File: src/logic/tsw_pin_sync.sv
// Shared constants for the threshold serial and wake block, plus the pin
// synchroniser with edge detection used on every asynchronous input.
// Assumes pins arrive from outside the sys_clk domain and may float low.
`default_nettype none

package tsw_pkg;
  // Mode-select decode, code is {mode_sel1, mode_sel0}
  typedef enum logic [1:0] {
    TSW_STANDBY  = 2'b00,
    TSW_PRESSURE = 2'b01,
    TSW_TEMP     = 2'b10,
    TSW_READ     = 2'b11
  } tsw_mode_t;

  // Divider chain lengths in oscillator cycles
  localparam int unsigned TSW_WAKE_DIV = 16384;
  localparam int unsigned TSW_RESET_DIV = 16777216;
  localparam int TSW_WAKE_BITS = 14;
  localparam int TSW_RESET_BITS = 24;
  // Nominal reset pulse period in minutes
  localparam int unsigned TSW_RESET_PERIOD_MIN = 52;
  // Low time of both pulses, in oscillator cycles
  localparam logic [23:0] TSW_PULSE_LEN = 24'h000002;
  // Divider start value keeps the outputs quiet after reset
  localparam logic [23:0] TSW_DIV_START = 24'h000002;

  // Serial receiver
  localparam int TSW_DATA_BITS = 8;
  localparam logic [3:0] TSW_LAST_BIT = 4'h7;
  localparam logic [3:0] TSW_CNT_ZERO = 4'h0;
  localparam logic [7:0] TSW_DAC_RESET = 8'h00;

  // Synchronised pin positions
  localparam int TSW_PIN_OSC = 0;
  localparam int TSW_PIN_SCLK = 1;
  localparam int TSW_PIN_DATA = 2;
  localparam int TSW_PIN_SEL0 = 3;
  localparam int TSW_PIN_SEL1 = 4;
  localparam int TSW_PIN_COMP = 5;
  localparam int TSW_PINS = 6;
endpackage

// Two-flop synchroniser per pin, a third flop for edge detection
module tsw_pin_sync #(
  parameter int N = 1
) (
  input wire logic sys_clk,
  input wire logic rst,
  input wire logic [N-1:0] pin_raw,
  output logic [N-1:0] pin_level,
  output logic [N-1:0] pin_rise,
  output logic [N-1:0] pin_fall
);
  typedef struct packed {
    logic [N-1:0] meta;
    logic [N-1:0] level;
    logic [N-1:0] prev;
  } tsw_sync_t;

  tsw_sync_t st;
  tsw_sync_t next_st;

  // Shift each pin through the stages; meta feeds only level
  always_comb begin
    next_st.meta = pin_raw;
    next_st.level = st.meta;
    next_st.prev = st.level;
  end

  always_ff @(posedge sys_clk) begin
    if (rst) begin
      st <= '0;
    end else begin
      st <= next_st;
    end
  end

  // Edge flags come from the settled stages only
  for (genvar i = 0; i < N; i++) begin : g_edge
    assign pin_level[i] = st.level[i];
    assign pin_rise[i] = st.level[i] & ~st.prev[i];
    assign pin_fall[i] = ~st.level[i] & st.prev[i];
  end
endmodule

`default_nettype wire

File: src/logic/tsw_threshold_wake.sv
// Threshold serial loader, mode decode and oscillator divider chain.
// Assumes all pins are asynchronous to sys_clk and low when undriven;
// the oscillator pin is slow enough to be sampled by sys_clk.
`default_nettype none

module tsw_threshold_wake #(
  parameter int unsigned RESET_DIV = tsw_pkg::TSW_RESET_DIV,
  parameter int unsigned WAKE_DIV = tsw_pkg::TSW_WAKE_DIV
) (
  input wire logic sys_clk,
  input wire logic rst,
  input wire logic low_freq_osc,
  input wire logic mode_sel0,
  input wire logic mode_sel1,
  input wire logic serial_in_line,
  input wire logic serial_clk_line,
  input wire logic comparator_above,
  output logic wake_output,
  output logic mcu_reset_pulse_n,
  output logic [7:0] threshold_dac_register,
  output logic pressure_meas_en,
  output logic temp_current_en,
  output logic readout_comp_en,
  output logic [1:0] active_mode
);
  typedef struct packed {
    logic [23:0] div;
    logic [7:0] shift;
    logic [3:0] bit_cnt;
    logic [7:0] dac;
    tsw_pkg::tsw_mode_t mode;
    logic wake;
    logic reset_n;
    logic press_en;
    logic temp_en;
    logic comp_en;
    logic [2:0] low_ticks;
  } tsw_state_t;

  tsw_state_t st;
  tsw_state_t next_st;

  logic [tsw_pkg::TSW_PINS-1:0] pin_raw;
  logic [tsw_pkg::TSW_PINS-1:0] pin_level;
  logic [tsw_pkg::TSW_PINS-1:0] pin_rise;
  logic [tsw_pkg::TSW_PINS-1:0] pin_fall;
  logic osc_tick;
  logic sclk_rise;
  logic sclk_fall;
  logic data_level;
  logic comp_level;
  tsw_pkg::tsw_mode_t pin_mode;
  logic measuring;
  logic [23:0] div_mask;
  logic [23:0] wake_mask;
  logic [23:0] div_step;

  // Gather pins; undriven pins are pulled low by the pad cells
  assign pin_raw[tsw_pkg::TSW_PIN_OSC] = low_freq_osc;
  assign pin_raw[tsw_pkg::TSW_PIN_SCLK] = serial_clk_line;
  assign pin_raw[tsw_pkg::TSW_PIN_DATA] = serial_in_line;
  assign pin_raw[tsw_pkg::TSW_PIN_SEL0] = mode_sel0;
  assign pin_raw[tsw_pkg::TSW_PIN_SEL1] = mode_sel1;
  assign pin_raw[tsw_pkg::TSW_PIN_COMP] = comparator_above;

  tsw_pin_sync #(
    .N(tsw_pkg::TSW_PINS)
  ) u_sync (
    .sys_clk(sys_clk),
    .rst(rst),
    .pin_raw(pin_raw),
    .pin_level(pin_level),
    .pin_rise(pin_rise),
    .pin_fall(pin_fall)
  );

  // Settled pin views
  assign osc_tick = pin_rise[tsw_pkg::TSW_PIN_OSC];
  assign sclk_rise = pin_rise[tsw_pkg::TSW_PIN_SCLK];
  assign sclk_fall = pin_fall[tsw_pkg::TSW_PIN_SCLK];
  assign data_level = pin_level[tsw_pkg::TSW_PIN_DATA];
  assign comp_level = pin_level[tsw_pkg::TSW_PIN_COMP];

  // Mode decode straight from the two select pins
  assign pin_mode = tsw_pkg::tsw_mode_t'({pin_level[tsw_pkg::TSW_PIN_SEL1],
                                          pin_level[tsw_pkg::TSW_PIN_SEL0]});
  assign measuring = (pin_mode == tsw_pkg::TSW_PRESSURE) ||
                     (pin_mode == tsw_pkg::TSW_TEMP);

  // Divider wrap masks; a shortened chain for simulation uses the same logic
  assign div_mask = 24'(RESET_DIV - 1);
  assign wake_mask = 24'(WAKE_DIV - 1);
  assign div_step = (st.div + 24'h000001) & div_mask;

  always_comb begin
    next_st = st;

    // Divider chain counts oscillator cycles in every mode
    if (osc_tick) begin
      next_st.div = div_step;
    end

    // Reset output low for the first two counts after full overflow
    next_st.reset_n = !(next_st.div < tsw_pkg::TSW_PULSE_LEN);

    // Oscillator edges seen while the reset output is low, for the checks
    if (st.reset_n) begin
      next_st.low_ticks = 3'h0;
    end else if (osc_tick) begin
      next_st.low_ticks = st.low_ticks + 3'h1;
    end

    // Mode and analog enables follow the pins
    next_st.mode = pin_mode;
    next_st.press_en = 1'b0;
    next_st.temp_en = 1'b0;
    next_st.comp_en = 1'b0;
    case (pin_mode)
      tsw_pkg::TSW_STANDBY: begin
        next_st.wake = !((next_st.div & wake_mask) < tsw_pkg::TSW_PULSE_LEN);
      end
      tsw_pkg::TSW_PRESSURE: begin
        next_st.press_en = 1'b1;
        next_st.wake = comp_level;
      end
      tsw_pkg::TSW_TEMP: begin
        next_st.temp_en = 1'b1;
        next_st.wake = comp_level;
      end
      tsw_pkg::TSW_READ: begin
        next_st.comp_en = 1'b1;
        next_st.wake = comp_level;
      end
      default: begin
        next_st.wake = 1'b1;
      end
    endcase

    // Shared divider: the reset pulse always shows on wake as well
    if (!next_st.reset_n) begin
      next_st.wake = 1'b0;
    end

    // Serial receiver; measure modes hold the counter at zero
    if (measuring) begin
      next_st.bit_cnt = tsw_pkg::TSW_CNT_ZERO;
    end else begin
      if (sclk_rise) begin
        next_st.shift = {st.shift[6:0], data_level};
      end
      if (sclk_fall) begin
        if (st.bit_cnt == tsw_pkg::TSW_LAST_BIT) begin
          next_st.dac = st.shift;
          next_st.bit_cnt = tsw_pkg::TSW_CNT_ZERO;
        end else begin
          next_st.bit_cnt = st.bit_cnt + 4'h1;
        end
      end
    end
  end

  // State register; threshold is only touched by a completed byte
  always_ff @(posedge sys_clk) begin
    if (rst) begin
      st.div <= tsw_pkg::TSW_DIV_START;
      st.shift <= tsw_pkg::TSW_DAC_RESET;
      st.bit_cnt <= tsw_pkg::TSW_CNT_ZERO;
      st.dac <= tsw_pkg::TSW_DAC_RESET;
      st.mode <= tsw_pkg::TSW_STANDBY;
      st.wake <= 1'b1;
      st.reset_n <= 1'b1;
      st.press_en <= 1'b0;
      st.temp_en <= 1'b0;
      st.comp_en <= 1'b0;
      st.low_ticks <= 3'h0;
    end else begin
      st <= next_st;
    end
  end

  // Outputs straight from the state register
  assign wake_output = st.wake;
  assign mcu_reset_pulse_n = st.reset_n;
  assign threshold_dac_register = st.dac;
  assign pressure_meas_en = st.press_en;
  assign temp_current_en = st.temp_en;
  assign readout_comp_en = st.comp_en;
  assign active_mode = st.mode;
endmodule

`default_nettype wire

File: config.mk
export PLATFORM = sky130hd
export DESIGN_NAME = tsw_threshold_wake
export DESIGN_NICKNAME = d
export VERILOG_FILES = /design/src/logic/tsw_pin_sync.sv /design/src/logic/tsw_threshold_wake.sv
export SDC_FILE = /design/constraint.sdc
export NUM_CORES = 1
export LEC_CHECK = 0
export BUFFER_PORTS_ARGS = -buffer_cell sky130_fd_sc_hd__buf_2
export CORE_AREA = 2 2 73 75
export CTS_BUF_LIST = sky130_fd_sc_hd__clkbuf_2 sky130_fd_sc_hd__clkbuf_4 sky130_fd_sc_hd__clkbuf_8
export DETAILED_ROUTE_END_ITERATION = 12
export DIE_AREA = 0 0 75 77
export PLACE_DENSITY = 0.75
export SLEW_MARGIN = 15
export SYNTH_ARGS = -nofsm -noshare
export SYNTH_HDL_FRONTEND = slang
export SYNTH_SLANG_ARGS = --single-unit
File: constraint.sdc
create_clock -name sys_clk -period 2.7 [get_ports sys_clk]
set_input_delay 0.54 -clock sys_clk [delete_from_list [all_inputs] [get_ports sys_clk]]
set_output_delay 0.54 -clock sys_clk [all_outputs]
set_load 0.01 [all_outputs]
# == After elaboration in Yosys (flattened, before gate mapping) ==
# Cells that the tools add are included.
# W data, S select, Z words.
# totals
output_inout_bits,15
register_bits,65
in_bits,8
# op_classes
n_mux,7
reduce_logical,8
eq_ne,4
n_bitwise,7
n_lt_le_gt_ge,2
add_sub_neg,2
# ops
operator,n
$add A24 B1 Y24 const B,1
$lt A24 B2 Y1 const B,1
$mux W24,1
$lt A14 B2 Y1 const B,1
$add A4 B1 Y4 const B,1
$eq A2 B2 Y1 const B,2
$eq A4 B3 Y1 const B,1
$mux W1,4
$mux W4,1
$not A1 Y1,4
$and A1 B1 Y1,3
$reduce_and A3 Y1,1
$reduce_or A3 Y1,1
$eq A2 B1 Y1 const B,1
$logic_not A1 Y1,2
$logic_not A2 Y1,1
$pmux W1 S2,1
$reduce_and A2 Y1,1
$reduce_or A2 Y1,1
$logic_or A1 B1 Y1,1

# == Logic depth before layout (Yosys ltp) ==
# depth
ltp_word,7
ltp_mapped,8
ltp_nobuf,7

# == Cells and area by module ==
# From an unflattened synthesis, not the netlist that was laid out.
# unflattened
cells_unflattened,330
area_unflattened_um2,3176.8
# modules_own_cells
mod,cells_per_inst,n_inst,area_each_um2
tsw_threshold_wake,275,1,2567.5
tsw_pin_sync,55,1,609.3

# == Worst setup path after synthesis ==
# OpenSTA, ideal clock, no wires.
# synth_path
path_type,register to register
from,register st[30] (netlist bit)
to,"register st, in the netlist wake_output"
stages_incl_launch_ff,8
arrival_ns,2.032
setup_time_ns,0.137
slack_ns,0.531
period_less_slack_ns,2.169
cell_sequence,dfxtp_1 -> ha_1 -> nand4b_2 -> or4_4 -> nor4b_4 -> a211oi_2 -> a2111oi_2 -> a211oi_2
# synth_via
elab_chain_len,6
word_cells_on_any_way,7
# synth_rtl
element,line_no,text
"start, declared",tsw_threshold_wake.sv:40,tsw_state_t st;
"start signal, assigned",tsw_threshold_wake.sv:177,st <= next_st;
$add A24 B1 Y24,tsw_threshold_wake.sv:93,assign div_step = (st.div + 24'h000001) & div_mask;
$mux W24 *,tsw_threshold_wake.sv:99,if (osc_tick) begin
$lt A14 B2 Y1,tsw_threshold_wake.sv:120,next_st.wake = !((next_st.div & wake_mask) < tsw_pkg::TSW_PULSE_LEN);
$logic_not A1 Y1,tsw_threshold_wake.sv:120,
$pmux W1 S2,tsw_threshold_wake.sv:118,case (pin_mode)
$mux W1 *,tsw_threshold_wake.sv:140,if (!next_st.reset_n) begin
# Every way passes the cells marked *; elsewhere a longest branch is shown, timed or not.
# A chain may end at the register's enable or synchronous reset.

# == Worst setup path after layout ==
# layout_path
from,register st[31] (netlist bit)
to,"register st, in the netlist wake_output"
# The elaborated chain is that of the path after synthesis.

==> impl_metrics.json <==
{
  "hold_violations": 0,
  "holdPathStages": 2,
  "gp_congestion": 0.8700,
  "min_path_type": "in -> reg",
  "grt_pass1_wl_mm": 8.424,
  "seqPwrFrac_pct": 54.4,
  "synth.avg_cell_area_um2": 9.615,
  "synth-edff-count": 0,
  "hold_buffers": 0,
  "skew_ps": 9.510,
  "slew_headroom_pct": 59.03,
  "cts.sinks": 65,
  "grt_pass1_vias": 1879,
  "tightestPinTransition_ps": 612.7,
  "yosys.cell_types.count": 50,
  "cp_max_fo": 5,
  "whs_ps": 411.7,
  "hpwl_mm": 3.273,
  "reg2reg_from": "st[31]",
  "regArea_um2": 1301,
  "swShare_pct": 21.75,
  "cp-start-kind": "register",
  "finalNonFillerCells": 387,
  "dr_total_vias": 1999,
  "die_h_um": 77,
  "maxCapViolCount": 0,
  "dieArea_um2": 5775,
  "synth-async-reset-ratio_pct": 0,
  "mappedNetlistArea_um2": 2865,
  "hold_start": "mode_sel1",
  "required_ps": 2900,
  "whs_endpoint": "u_sync.next_st[10]",
  "r2r_end": "wake_output",
  "synthFlopType": "dfxtp_1",
  "power_frac_comb_pct": 3.1,
  "p_sw_mw": 0.3915,
  "setup_viol": 0,
  "antenna_found_initial": 0,
  "path_class": "reg -> reg",
  "clk_pin_slew_worst_paths_ps": 70,
  "io_pins": 23,
  "multiInputGateArea_um2": 1400,
  "placeableCoreArea_um2": 4977,
  "layout.nets": 326,
  "syn_inst": 298,
  "routed_via_density": 5.165,
  "fmax_mhz": 428.8,
  "p_int_mw": 1.409,
  "grt_max_degree": 49,
  "worst-r2r-setup-slack_ps": 370,
  "tritoncts": "built",
  "finalMaxSlewViolations": 0,
  "area_delta_synth_final_pct": 9.913,
  "power_frac_clock_pct": 42.5,
  "ant_nets": 0,
  "cts_root_buffer": "clkbuf_8",
  "drc": 0,
  "worst_slack_ps": 367.8,
  "h-tree-depth": 3,
  "placed_cells": 371,
  "r2r.worst_path.cells": 7,
  "place_ws_ps": 388.9,
  "clk_latency_ps": 340,
  "syn-num-nets": 312,
  "cp-end-kind": "register",
  "dr.pass1.iters": 4,
  "grt_overflow": 0,
  "diodes": 0,
  "outcome": "completed",
  "fin_crit_ps": 2332,
  "post_cts_resized": 0,
  "drt-total-wl_mm": 4.817,
  "portBuffers": 22,
  "cts_made_buffers": 9,
  "grt_use_total_pct": 18.92,
  "ir_drop_mv": 0.3733,
  "ys_seq_area_share_pct": 45.41,
  "row_count": 26,
  "arrival_ps": 2540,
  "n_fill_cell": 421,
  "rsz0062_at_grt": "false",
  "p_per_area_nw_per_um2": 571.7,
  "yosys_warnings": 0,
  "synth-seq-cells": 65,
  "wl_per_cell_um": 12.45,
  "start_util_pct": 57.57,
  "dr.first_iter.drc_count": 58,
  "tns_ps": 0,
  "postCtsSetupBuffers": 0,
  "drive_above_1_share_pct": 16.72,
  "cts_buffer_depth": 2,
  "period_share_pct": 86.38,
  "die_width_um": 75,
  "leakagePower_nw": 1.270
}
-- cells by family (layout without fill, tap and decap cells) --
kind of cell,count (synthesis),after routing,synth area share (%)
compound gates,19,19,5.372
xor+xnor,26,26,7.948
fa+ha+maj,6,6,2.620
buf+inv,32,51,5.721
flops,65,65,45.41
mux,18,18,6.332
simple gates,132,132,26.59
-- how the worst max path moves through the flow --
stage,depth (start not counted),endpoint,slack [ps],start
after floorplan,7,wake_output,530,st[30]
after global placement,7,wake_output,430,st[30]
after detailed placement,7,wake_output,390,st[31]
after CTS,7,wake_output,380,st[30]
after global routing,7,wake_output,200,st[31]
final,7,wake_output,370,st[31]
-- cell type report --
class / count / share of cell area [%]
Multi-Input combinational cell: 201 / 44.46
Sequential cell: 65 / 41.32
Clock buffer: 14 / 5.522
Timing Repair Buffer: 26 / 4.450
Tap cell: 70 / 2.781
Inverter: 9 / 1.073
Clock inverter: 2 / 0.3973
-- sequential cells by signal, summed over array words and instances (netlist names) --
| signal | count |
|---|---|
| readout_comp_en | 1 |
| u_sync.pin_level | 6 |
| active_mode | 2 |
| wake_output | 1 |
| temp_current_en | 1 |
| threshold_dac_register | 8 |
| mcu_reset_pulse_n | 1 |
| u_sync.next_st | 6 |
| st | 36 |
| u_sync.st | 2 |
| pressure_meas_en | 1 |
-- metrics by stage --
step	power [mW]	cell area, µm²	utilization [%]
2_1_floorplan	1.041	2865	-
3_3_place_gp	1.056	2963	59.53
3_5_place_dp	1.057	2963	59.53
4_1_cts	1.820	3149	63.27
5_1_grt	1.863	3149	63.27
6_report	1.800	3149	63.27
-- cell usage in the layout, fill, tap and decap left out, types with 2 or more instances in the layout --
cell | synthesis | layout
nor4_1 | 4 | 4
buf_4 | 11 | 4
dfxtp_1 | 65 | 65
xor2_1 | 13 | 13
clkbuf_8 | 0 | 11
nand2_1 | 10 | 10
clkbuf_4 | 0 | 3
nand4b_1 | 2 | 2
nand3_1 | 11 | 11
inv_1 | 9 | 9
and4_1 | 5 | 5
o21ai_0 | 2 | 2
and2_1 | 3 | 3
mux2i_1 | 17 | 17
nor2_1 | 47 | 47
nand4_1 | 9 | 9
nor3b_1 | 3 | 3
or3_1 | 2 | 2
buf_2 | 2 | 22
nand2b_1 | 2 | 2
nor2b_1 | 19 | 19
a21oi_1 | 2 | 2
nor3_1 | 5 | 5
ha_1 | 6 | 6
a211oi_2 | 2 | 2
xnor2_1 | 13 | 13
-- metal layers --
layer | part of all wire [%] | GRT usage, % | up-vias
met3 | 4.6 | 5.256 | 5
met4 | 1.1 | 9.107 | 0
li1 | - | - | 1033
met5 | 0 | 0 | -
met2 | 46 | 28.51 | 37
met1 | 48 | 24.57 | 924
-- power groups by stage --
stage               sequential (mW)  clock (mW)  combinational, mW
floorplan                      1.00           0             0.0406
global placement               1.00           0             0.0556
detailed placement             1.00           0             0.0565
CTS                           0.979       0.784             0.0570
global route                  0.980       0.820             0.0631
finish                        0.979       0.765             0.0561
-- cells in the mapped netlist (all sizes together), types with 2 or more instances --
| cell type | count | area [µm²] |
|---|---|---|
| dfxtp | 65 | 1301 |
| nor2 | 47 | 176.4 |
| nor2b | 19 | 118.9 |
| mux2i | 17 | 170.2 |
| buf | 15 | 100.1 |
| xnor2 | 13 | 113.9 |
| xor2 | 13 | 113.9 |
| nand3 | 11 | 55.05 |
| nand2 | 10 | 37.54 |
| nand4 | 10 | 77.57 |
| inv | 9 | 33.78 |
| clkbuf | 8 | 30.03 |
| ha | 6 | 75.07 |
| nor3 | 6 | 35.03 |
| nor4 | 6 | 58.80 |
| and4 | 5 | 43.79 |
| a211oi | 3 | 32.53 |
| and2 | 3 | 18.77 |
| nand4b | 3 | 32.53 |
| nor3b | 3 | 22.52 |
| a21oi | 2 | 10.01 |
| nand2b | 2 | 12.51 |
| o21ai | 2 | 10.01 |
| or3 | 2 | 12.51 |
-- critical path, stage by stage, from the launching register on --
cell       delay [ps]
dfxtp_1           370
ha_1              260
nand4b_2          230
or4_4             600
nor4b_4           240
a211oi_2           70
a2111oi_2         310
a211oi_2          110
Note: power is estimated with default switching activity, not from simulation.
